**src/logic/stme_pkg.sv**
```systemverilog
// Package: constants and types for the standard timer mode engine
package stme_pkg;

    // ------------------------------------------------------------
    // Register map (word index on the plain register port)
    // ------------------------------------------------------------
    localparam logic [2:0] STME_ADDR_CTRL0 = 3'h0;
    localparam logic [2:0] STME_ADDR_CTRL1 = 3'h1;
    localparam logic [2:0] STME_ADDR_CMPA = 3'h2;
    localparam logic [2:0] STME_ADDR_PERIOD = 3'h3;
    localparam logic [2:0] STME_ADDR_COUNT = 3'h4;
    localparam logic [2:0] STME_ADDR_FLAGS = 3'h5;

    // ------------------------------------------------------------
    // Field positions
    // ------------------------------------------------------------
    localparam int STME_CTRL0_ENABLE_BIT = 0;
    localparam int STME_FLAG_A_BIT = 0;
    localparam int STME_FLAG_P_BIT = 1;

    // ------------------------------------------------------------
    // Widths and reset values
    // ------------------------------------------------------------
    localparam int STME_CNT_W = 10;
    localparam logic [9:0] STME_CNT_MAX = 10'h3FF;
    localparam logic [9:0] STME_CNT_ZERO = 10'h000;
    localparam logic [7:0] STME_CTRL1_RST = 8'h00;
    localparam logic [2:0] STME_PERIOD_ZERO = 3'h0;
    localparam int STME_PERIOD_LSB = 7;

    // Operating modes held in the two-bit mode field
    typedef enum logic [1:0] {
        STME_MODE_CMP = 2'b00,
        STME_MODE_CAP = 2'b01,
        STME_MODE_PWM = 2'b10,
        STME_MODE_TMR = 2'b11
    } stme_mode_t;

    // Pin-function codes
    localparam logic [1:0] STME_PF_00 = 2'b00;
    localparam logic [1:0] STME_PF_01 = 2'b01;
    localparam logic [1:0] STME_PF_10 = 2'b10;
    localparam logic [1:0] STME_PF_11 = 2'b11;

    // Control byte one, packed in field order, msb first
    typedef struct packed {
        stme_mode_t mode;
        logic [1:0] pin_function;
        logic output_initial_level;
        logic output_invert;
        logic duty_period_swap;
        logic clear_source_select;
    } stme_ctrl1_t;

    // Register port request
    typedef struct packed {
        logic wr;
        logic rd;
        logic [2:0] addr;
        logic [9:0] wdata;
    } stme_req_t;

endpackage : stme_pkg

```
**src/logic/stme_top.sv**
```systemverilog
// Module: standard timer mode engine with register port and output pin
//
// Operation
// - Mode field 00 selects compare match output mode.
// - Clear-source low: clear on P match or overflow; set both flags.
// - Clear-source high: clear on A match; only A flag, never P.
// - Compare A zero: count wraps at 3FF, no A flag.
// - Output pin changes only on A match; P match leaves it.
// - Pin-function picks high, low, toggle or no change on A match.
// - Rising counter-enable loads output with initial level bit.
// - Mode 11 counts like compare mode but does not drive pin.
// - PWM active with mode 10 and pin-function 10.
// - PWM swap bit picks period and duty; clear-source ignored.
// - PWM level from initial bit, inverted by invert; 00/01 force.
// - Swap clear: period is coarse value times 128, or 1024; duty A.
// - Duty at or above period holds active level whole period.
// - Swap set: period from A; duty coarse times 128 or 1024.
// - Single pulse with mode 10, pin-function 11, held fixed.
// - External pin edge sets enable; rising enable starts pulse.
// - A match clears enable, ends pulse, raises flag; sw clear too.
// - Single pulse count resets only on rising enable; P unused.
// - Mode 01 is capture; pin-function selects edges or disables.
// - Capture edge copies count into compare A and raises flag.
// - Capture P match clears count, raises flag; zero lets it wrap.
// - Capture edge code: 00 rise, 01 fall, 10 both, 11 off.
// - Coarse period compares counter bits 9 to 7 only; in PWM the full count is compared with p_len.
//
// Design decisions made here: the register addresses and the address-and-strobe port.
`timescale 1ns/1ns
module stme_top (
    // Clock and reset
    input wire logic core_clk,
    input wire logic rst_n,
    // Register port
    input wire logic reg_wr,
    input wire logic reg_rd,
    input wire logic [2:0] reg_addr,
    input wire logic [9:0] reg_wdata,
    output logic [9:0] reg_rdata,
    // Pins
    input wire logic ext_clock_pin,
    input wire logic capture_input_pin,
    output logic timer_out,
    output logic timer_out_en,
    // Flags
    output logic compare_a_flag,
    output logic compare_p_flag
);
    import stme_pkg::*;

    stme_req_t req;
    stme_ctrl1_t ctrl_q;
    logic counter_enable_q, en_prev_q;
    logic [9:0] count_q, count_d;
    logic [9:0] cmpa_q;
    logic [2:0] period_q;
    logic flag_a_q, flag_p_q;
    logic out_q;
    logic ext_prev_q, cap_prev_q;
    logic [9:0] rdata_q;

    assign req = '{wr: reg_wr, rd: reg_rd, addr: reg_addr, wdata: reg_wdata};

    // ------------------------------------------------------------
    // Mode decode
    // ------------------------------------------------------------
    wire is_cmp = ctrl_q.mode == STME_MODE_CMP;
    wire is_tmr = ctrl_q.mode == STME_MODE_TMR;
    wire is_cap = ctrl_q.mode == STME_MODE_CAP;
    wire is_pwmgrp = ctrl_q.mode == STME_MODE_PWM;
    wire is_single = is_pwmgrp && ctrl_q.pin_function == STME_PF_11;
    wire is_pwm = is_pwmgrp && !is_single;
    wire cmp_like = is_cmp || is_tmr;

    // ------------------------------------------------------------
    // Comparators
    // ------------------------------------------------------------
    // Coarse value only looks at the top three count bits
    wire p_hit = period_q != STME_PERIOD_ZERO &&
        count_q[STME_CNT_W-1:STME_PERIOD_LSB] == period_q;
    wire at_max = count_q == STME_CNT_MAX;
    wire a_hit = cmpa_q != STME_CNT_ZERO && count_q == cmpa_q;
    // Zero coarse value means the period runs to overflow (1024)
    wire p_wrap = p_hit || (period_q == STME_PERIOD_ZERO && at_max);
    // Period length in clocks, used by PWM duty test
    wire [10:0] p_len = (period_q == STME_PERIOD_ZERO) ? 11'h400 :
        {period_q, 7'h00, 1'b0} >> 1;
    wire swap = ctrl_q.duty_period_swap;
    // Last count of a coarse PWM period, so the period is exactly p_len
    wire p_last = ({1'b0, count_q} + 11'h001) == p_len;
    wire pwm_p_ev = swap ? p_hit : p_last;

    // ------------------------------------------------------------
    // Events
    // ------------------------------------------------------------
    wire wr_ctrl0 = req.wr && req.addr == STME_ADDR_CTRL0;
    wire wr_ctrl1 = req.wr && req.addr == STME_ADDR_CTRL1;
    wire wr_cmpa = req.wr && req.addr == STME_ADDR_CMPA;
    wire wr_period = req.wr && req.addr == STME_ADDR_PERIOD;
    wire wr_flags = req.wr && req.addr == STME_ADDR_FLAGS;
    wire en_rise = counter_enable_q && !en_prev_q;
    wire running = counter_enable_q && !en_rise;

    wire ext_edge = ext_clock_pin && !ext_prev_q;
    wire cap_rise = capture_input_pin && !cap_prev_q;
    wire cap_fall = !capture_input_pin && cap_prev_q;
    // Edge select for capture
    wire cap_edge = is_cap && running && (
        (ctrl_q.pin_function == STME_PF_00 && cap_rise) ||
        (ctrl_q.pin_function == STME_PF_01 && cap_fall) ||
        (ctrl_q.pin_function == STME_PF_10 && (cap_rise || cap_fall)));

    // Match events per mode, qualified by the counter running
    wire ev_a = running && a_hit && !is_cap;
    wire ev_p = running && !is_single && (is_pwm ? pwm_p_ev : p_hit);
    // Which compare clears the count
    wire clr_cmp = ctrl_q.clear_source_select ? a_hit : p_wrap;
    wire clr_pwm = swap ? (count_q == cmpa_q) : p_last;
    wire clr_cap = p_wrap;
    wire clr_now = running && ((cmp_like && clr_cmp) ||
        (is_pwm && clr_pwm) || (is_cap && clr_cap));

    // Flag raising
    wire set_a = ev_a || cap_edge;
    wire set_p = ev_p && !(cmp_like && ctrl_q.clear_source_select) ||
        (is_cap && running && p_hit);
    wire single_end = is_single && running && a_hit;

    // ------------------------------------------------------------
    // Control registers
    // ------------------------------------------------------------
    // Enable: pin edge sets it in single pulse, A match clears it
    always_ff @(posedge core_clk or negedge rst_n) begin
        if (!rst_n) begin
            ctrl_q <= stme_ctrl1_t'(STME_CTRL1_RST);
            counter_enable_q <= 1'b0;
            en_prev_q <= 1'b0;
            cmpa_q <= STME_CNT_ZERO;
            period_q <= STME_PERIOD_ZERO;
        end else begin
            en_prev_q <= counter_enable_q;
            if (single_end) begin
                counter_enable_q <= 1'b0;
            end else if (is_single && ext_edge) begin
                counter_enable_q <= 1'b1;
            end else if (wr_ctrl0) begin
                counter_enable_q <= req.wdata[STME_CTRL0_ENABLE_BIT];
            end
            if (wr_ctrl1) begin
                ctrl_q <= stme_ctrl1_t'(req.wdata[7:0]);
            end
            // Capture load wins over a software write the same cycle
            if (cap_edge) begin
                cmpa_q <= count_q;
            end else if (wr_cmpa) begin
                cmpa_q <= req.wdata;
            end
            if (wr_period) begin
                period_q <= req.wdata[2:0];
            end
        end
    end

    // ------------------------------------------------------------
    // Counter
    // ------------------------------------------------------------
    // Single pulse only resets on a rising enable
    always_comb begin
        count_d = count_q;
        if (en_rise) begin
            count_d = STME_CNT_ZERO;
        end else if (running) begin
            if (clr_now && !is_single) begin
                count_d = STME_CNT_ZERO;
            end else begin
                count_d = count_q + 10'h001;
            end
        end
    end

    always_ff @(posedge core_clk or negedge rst_n) begin
        if (!rst_n) begin
            count_q <= STME_CNT_ZERO;
        end else begin
            count_q <= count_d;
        end
    end

    // ------------------------------------------------------------
    // Flags: hardware set wins over a software clear
    // ------------------------------------------------------------
    always_ff @(posedge core_clk or negedge rst_n) begin
        if (!rst_n) begin
            flag_a_q <= 1'b0;
            flag_p_q <= 1'b0;
        end else begin
            flag_a_q <= set_a || (flag_a_q &&
                !(wr_flags && req.wdata[STME_FLAG_A_BIT]));
            flag_p_q <= set_p || (flag_p_q &&
                !(wr_flags && req.wdata[STME_FLAG_P_BIT]));
        end
    end

    // ------------------------------------------------------------
    // Output pin
    // ------------------------------------------------------------
    // PWM duty compare; duty at or above period stays active
    wire [10:0] duty_len = swap ? p_len : {1'b0, cmpa_q};
    wire [10:0] per_len = swap ? {1'b0, cmpa_q} : p_len;
    wire pwm_act = ({1'b0, count_q} < duty_len) ||
        (duty_len >= per_len);
    logic pwm_lvl;
    always_comb begin
        case (ctrl_q.pin_function)
            STME_PF_00: pwm_lvl = 1'b0;
            STME_PF_01: pwm_lvl = 1'b1;
            default: pwm_lvl = pwm_act;
        endcase
    end
    // Active level set by initial bit, then optional inversion
    wire pwm_pin = (pwm_lvl ? ctrl_q.output_initial_level :
        !ctrl_q.output_initial_level) ^ ctrl_q.output_invert;
    wire single_pin = (counter_enable_q ? ctrl_q.output_initial_level :
        !ctrl_q.output_initial_level) ^ ctrl_q.output_invert;

    always_ff @(posedge core_clk or negedge rst_n) begin
        if (!rst_n) begin
            out_q <= 1'b0;
            timer_out_en <= 1'b0;
        end else begin
            timer_out_en <= is_cmp || is_pwmgrp;
            if (is_cmp && en_rise) begin
                out_q <= ctrl_q.output_initial_level;
            end else if (is_cmp && ev_a) begin
                case (ctrl_q.pin_function)
                    STME_PF_01: out_q <= 1'b0;
                    STME_PF_10: out_q <= 1'b1;
                    STME_PF_11: out_q <= !out_q;
                    default: out_q <= out_q;
                endcase
            end else if (is_pwm) begin
                out_q <= counter_enable_q ? pwm_pin :
                    !ctrl_q.output_initial_level ^ ctrl_q.output_invert;
            end else if (is_single) begin
                out_q <= single_pin;
            end
        end
    end

    // ------------------------------------------------------------
    // Read port and sampled pins
    // ------------------------------------------------------------
    logic [9:0] rmux;
    always_comb begin
        case (req.addr)
            STME_ADDR_CTRL0: rmux = {9'h000, counter_enable_q};
            STME_ADDR_CTRL1: rmux = {2'h0, ctrl_q};
            STME_ADDR_CMPA: rmux = cmpa_q;
            STME_ADDR_PERIOD: rmux = {7'h00, period_q};
            STME_ADDR_COUNT: rmux = count_q;
            STME_ADDR_FLAGS: rmux = {8'h00, flag_p_q, flag_a_q};
            default: rmux = 10'h000;
        endcase
    end

    always_ff @(posedge core_clk or negedge rst_n) begin
        if (!rst_n) begin
            rdata_q <= 10'h000;
            ext_prev_q <= 1'b0;
            cap_prev_q <= 1'b0;
        end else begin
            rdata_q <= req.rd ? rmux : 10'h000;
            ext_prev_q <= ext_clock_pin;
            cap_prev_q <= capture_input_pin;
        end
    end

    assign reg_rdata = rdata_q;
    assign timer_out = out_q;
    assign compare_a_flag = flag_a_q;
    assign compare_p_flag = flag_p_q;

    // ------------------------------------------------------------
    // Assertions
    // ------------------------------------------------------------
    a_cmp_clear_p: assert property (@(posedge core_clk) disable iff (!rst_n)
        running && cmp_like && !ctrl_q.clear_source_select && p_hit
        |=> count_q == STME_CNT_ZERO)
        else $error("count not cleared on P match");
    a_no_p_flag: assert property (@(posedge core_clk) disable iff (!rst_n)
        cmp_like && ctrl_q.clear_source_select && !flag_p_q
        && !is_cap |=> !flag_p_q)
        else $error("P flag raised with A clear");
    a_zero_a_wrap: assert property (@(posedge core_clk) disable iff (!rst_n)
        running && cmp_like && cmpa_q == STME_CNT_ZERO && at_max
        |=> count_q == STME_CNT_ZERO)
        else $error("no wrap at max");
    a_init_level: assert property (@(posedge core_clk) disable iff (!rst_n)
        is_cmp && en_rise |=> timer_out == $past(ctrl_q.output_initial_level))
        else $error("initial level not loaded");
    a_toggle_out: assert property (@(posedge core_clk) disable iff (!rst_n)
        is_cmp && ev_a && ctrl_q.pin_function == STME_PF_11 && !en_rise
        |=> timer_out != $past(timer_out))
        else $error("toggle missing");
    a_single_end: assert property (@(posedge core_clk) disable iff (!rst_n)
        single_end |=> !counter_enable_q ##0 compare_a_flag)
        else $error("single pulse not ended");
    a_cap_load: assert property (@(posedge core_clk) disable iff (!rst_n)
        cap_edge |=> cmpa_q == $past(count_q) && compare_a_flag)
        else $error("capture not loaded");
    a_flag_hold: assert property (@(posedge core_clk) disable iff (!rst_n)
        compare_a_flag && !wr_flags |=> compare_a_flag)
        else $error("flag dropped without clear");
    c_cmp_match: cover property (@(posedge core_clk) is_cmp && ev_a);
    c_pwm_wrap: cover property (@(posedge core_clk) is_pwm && clr_now);
    c_single: cover property (@(posedge core_clk) single_end);
    c_capture: cover property (@(posedge core_clk) cap_edge);

endmodule : stme_top

```
**config.mk**
```make
export PLATFORM = sky130hd
export DESIGN_NAME = stme_top
export DESIGN_NICKNAME = d
export VERILOG_FILES = /design/src/logic/stme_pkg.sv /design/src/logic/stme_top.sv
export SDC_FILE = /design/constraint.sdc
export NUM_CORES = 1
export LEC_CHECK = 0
export BUFFER_PORTS_ARGS = -buffer_cell sky130_fd_sc_hd__buf_2
export CAP_MARGIN = 20
export CORE_UTILIZATION = 63
export CTS_CLUSTER_SIZE = 24
export DETAILED_ROUTE_END_ITERATION = 6
export PLACE_DENSITY = 0.84
export SETUP_SLACK_MARGIN = 0.05
export SLEW_MARGIN = 20
export SYNTH_ARGS = -nofsm -noshare
export SYNTH_HDL_FRONTEND = slang
export SYNTH_SLANG_ARGS = --single-unit
export TNS_END_PERCENT = 100
```
**constraint.sdc**
```tcl
create_clock -name core_clk -period 5.55 [get_ports core_clk]
set_input_delay 0.555 -clock core_clk [delete_from_list [all_inputs] [get_ports core_clk]]
set_output_delay 0.555 -clock core_clk [all_outputs]
set_load 0.01 [all_outputs]
```
==> results.cfg <==
[status]
status = complete, no violations

[worst_hold_path]
min_path_type = in2async

[global_routing]
grt_usage_pct = 32.93
grtUsageMet1_pct = 47.22
antenna_found_initial = 0
grt_max_degree = 50
grt_overflow_total = 0
use_met2_pct = 50.55
grt_pass1_vias = 2834
top_usage_layer = met2
grt_pass1_wl_mm = 14.84
use_met3_pct = 6.946

[worst_setup_path]
critical_path_class = reg2reg
endpoint_kind = flip-flop
r2r_cells = 9
worstPathArrival_ns = 3.09
rrSetupSlack_ns = 2.65
worstSetupStartpointType = flip-flop
crit_path_max_fanout = 20
cp.required_ns = 5.74

[sta]
hold_viol = 0
relSlewSlack_pct = 40.48
setup_violations = 0
tns_ns = 0
worst_pin_slew_ns = 0.8879
drv_slew = 0
post-route-period-util_pct = 52.17
timing.final.ws_setup_ns = 2.655
fmax_mhz = 345.4
clock-skew-final_ns = 0.003314
min_period_ns = 2.895
fin_hold_ws_ns = 0.2717
rsz0062_at_grt = no

[clock_network]
ctsResizeCount = 0
cts.sinks = 49
numCtsBuffers = 5
post-cts-setup-buffers = 0
clock_latency_ns = 0.30
cts.clk_slew.worst_paths_ns = 0.09
cts_max_path_buffers = 2
postCtsHoldBufs = 0
htree_num_levels = 2
cts_root_buf = clkbuf_8
cts_tree = built

[die]
rows = 26
die_area_sq_um = 5798
start_util_pct = 66.54
die_width_um = 76.15
io-pin-count = 33
die_h_um = 76.15
coreArea_sq_um = 5205

[power_and_ir_drop]
p_total_mw = 1.386
pwr_density_cell_nw_per_um2 = 375.0
max-vdd-ir-drop_mv = 0.2692
p_leak_nw = 1.625

[finish]
diodes = 0
fillers = 415
stdcell_area_sq_um = 3696
synthToLayoutAreaGrowth_pct = 6.720
nets = 437
layout-drive-gt1-share_pct = 15.21

[placed_design]
gp_congestion = 0.9124
hpwl_mm = 6.289
pre_cts_slack_ns = 2.693
port-buffer-count = 32
dpl_cell_area_sq_um = 3592

[route]
drt_iter0_markers = 342
finalWirelength_mm = 8.878
dr.pass1.iters = 5
ant_nets = 0
viasPerCell = 6.344
wl_per_cell_um = 18.85
vias = 2988
drc = 0

[synth]
synthCells = 389
syn_avg_cell_area_sq_um = 8.903
synth_edf_count = 0
synth.distinct_cells = 54
synth_fp_nets = 426
syn_area_sq_um = 3463
synth_warnings = 0
ys_async_sr_fraction_pct = 100.0
yosys_register_bits = 49
yosysSeqAreaShare_pct = 35.40
ys.flop_type = dfrtp_1

[job]
cap_violations = 0
## synth_stat cells (all sizes together) (2+ instances only)
| cell | count | area (sq um) |
|---|---|---|
| dfrtp | 49 | 1226 |
| nor2 | 35 | 131.4 |
| a21oi | 27 | 135.1 |
| inv | 23 | 86.33 |
| ha | 18 | 225.2 |
| nand2 | 18 | 67.56 |
| clkbuf | 16 | 60.06 |
| mux2i | 14 | 140.1 |
| xor2 | 14 | 122.6 |
| buf | 13 | 71.32 |
| mux2 | 13 | 146.4 |
| nand2b | 12 | 75.07 |
| nand3 | 12 | 60.06 |
| a22oi | 10 | 75.07 |
| nor2b | 10 | 62.56 |
| a31oi | 9 | 56.30 |
| o21ai | 9 | 45.04 |
| o32ai | 8 | 70.07 |
| nor3 | 7 | 35.03 |
| nor4 | 7 | 50.05 |
| xnor2 | 7 | 61.31 |
| and3 | 5 | 31.28 |
| nand4 | 5 | 31.28 |
| o211ai | 4 | 30.03 |
| o21bai | 4 | 30.03 |
| and4 | 3 | 26.28 |
| o22ai | 3 | 18.77 |
| or3 | 3 | 18.77 |
| a2111oi | 2 | 23.77 |
| a221o | 2 | 20.02 |
| and2 | 2 | 12.52 |
| and3b | 2 | 17.52 |
| nand3b | 2 | 15.01 |
| nand4b | 2 | 17.52 |
| nor3b | 2 | 15.01 |
| o21a | 2 | 15.01 |
| o31a | 2 | 17.52 |
| o31ai | 2 | 15.01 |
| or2 | 2 | 12.51 |
## placed cells by master (no fill, tap or decap), drive strengths merged, types with 5 or more instances in the layout
master	netlist	layout
a21oi	27	27
a22oi	10	10
a31oi	9	9
and3	5	5
buf	13	33
clkbuf	16	7
dfrtp	49	49
ha	18	18
inv	23	23
mux2	13	13
mux2i	14	14
nand2	18	18
nand2b	12	12
nand3	12	12
nand4	5	5
nor2	35	35
nor2b	10	10
nor3	7	7
nor4	7	7
o21ai	9	9
o32ai	8	8
xnor2	7	7
xor2	14	14
## path summary, 6_finish.rpt
check | startpoint | end
setup / recovery | swap$_DFFE_PN0P_ | timer_out$_DFFE_PN0P_
hold / removal | rst_n | count_q[8]$_DFFE_PN0P_
setup reg to reg | swap$_DFFE_PN0P_ | timer_out$_DFFE_PN0P_
hold reg to reg | ext_prev_q$_DFF_PN0_ | counter_enable_q$_DFFE_PN0P_
max in group asynchronous | rst_n | cmpa_q[6]$_DFFE_PN0P_
min in group core_clk | ext_clock_pin | ext_prev_q$_DFF_PN0_
## area by class of cell
class / instances / area, sq um / share of cell area, %
clock buffer: 7 / 96.34 / 2.607
clock inverter: 1 / 5.005 / 0.1354
inverter: 23 / 86.33 / 2.336
multi-input combinational: 288 / 2024 / 54.77
sequential: 49 / 1226 / 33.18
tap: 70 / 87.58 / 2.370
timing repair buffer: 33 / 170.2 / 4.604
## where the power goes
part           switching, mW  internal [mW]  total, mW
clock                  0.118          0.113      0.231
combinational          0.274          0.256      0.530
sequential             0.183          0.442      0.626
## state kept, by name (all words and copies together), names as in the netlist
signal and count:
timer_out_en 1, ext_prev_q 1, compare_a_flag 1, cap_prev_q 1, count_q 10, period_q 3
ctrl_q 7, en_prev_q 1, timer_out 1, reg_rdata 10, cmpa_q 10, compare_p_flag 1
swap 1, counter_enable_q 1
## worst max-delay path, stage by stage (launching register included)
cell       delay [ns]
dfrtp_1          0.58
nand2b_1         0.26
ha_1             0.20
or4b_1           0.52
a21oi_1          0.15
o21bai_1         0.10
a2111oi_2        0.35
a211oi_1         0.11
o41ai_1          0.32
and3b_1          0.20
## kinds of logic after synthesis
| family | count (synthesis) | synth area share [%] |
|---|---|---|
| buf+inv | 52 | 6.286 |
| fa+ha+maj | 19 | 6.792 |
| compound gates | 90 | 17.38 |
| xor+xnor | 21 | 5.311 |
| simple gates | 130 | 19.91 |
| flops | 49 | 35.40 |
| mux | 28 | 8.923 |
## through the flow
step                      cells  util (%)
after floorplan             389         -
after global placement      463     69.01
after detailed placement    463     69.01
after CTS                   471     70.96
after global routing        471     71.01
final                       471     71.01
## metal layers
layer,share of wire (%),vias to the layer above,wire length (um)
met5,0,-,0
met4,1.4,0,121
met3,8.5,12,753
met2,45,134,4038
met1,45,1427,3966
li1,-,1415,-
Note: power is estimated with default switching activity, not from simulation.
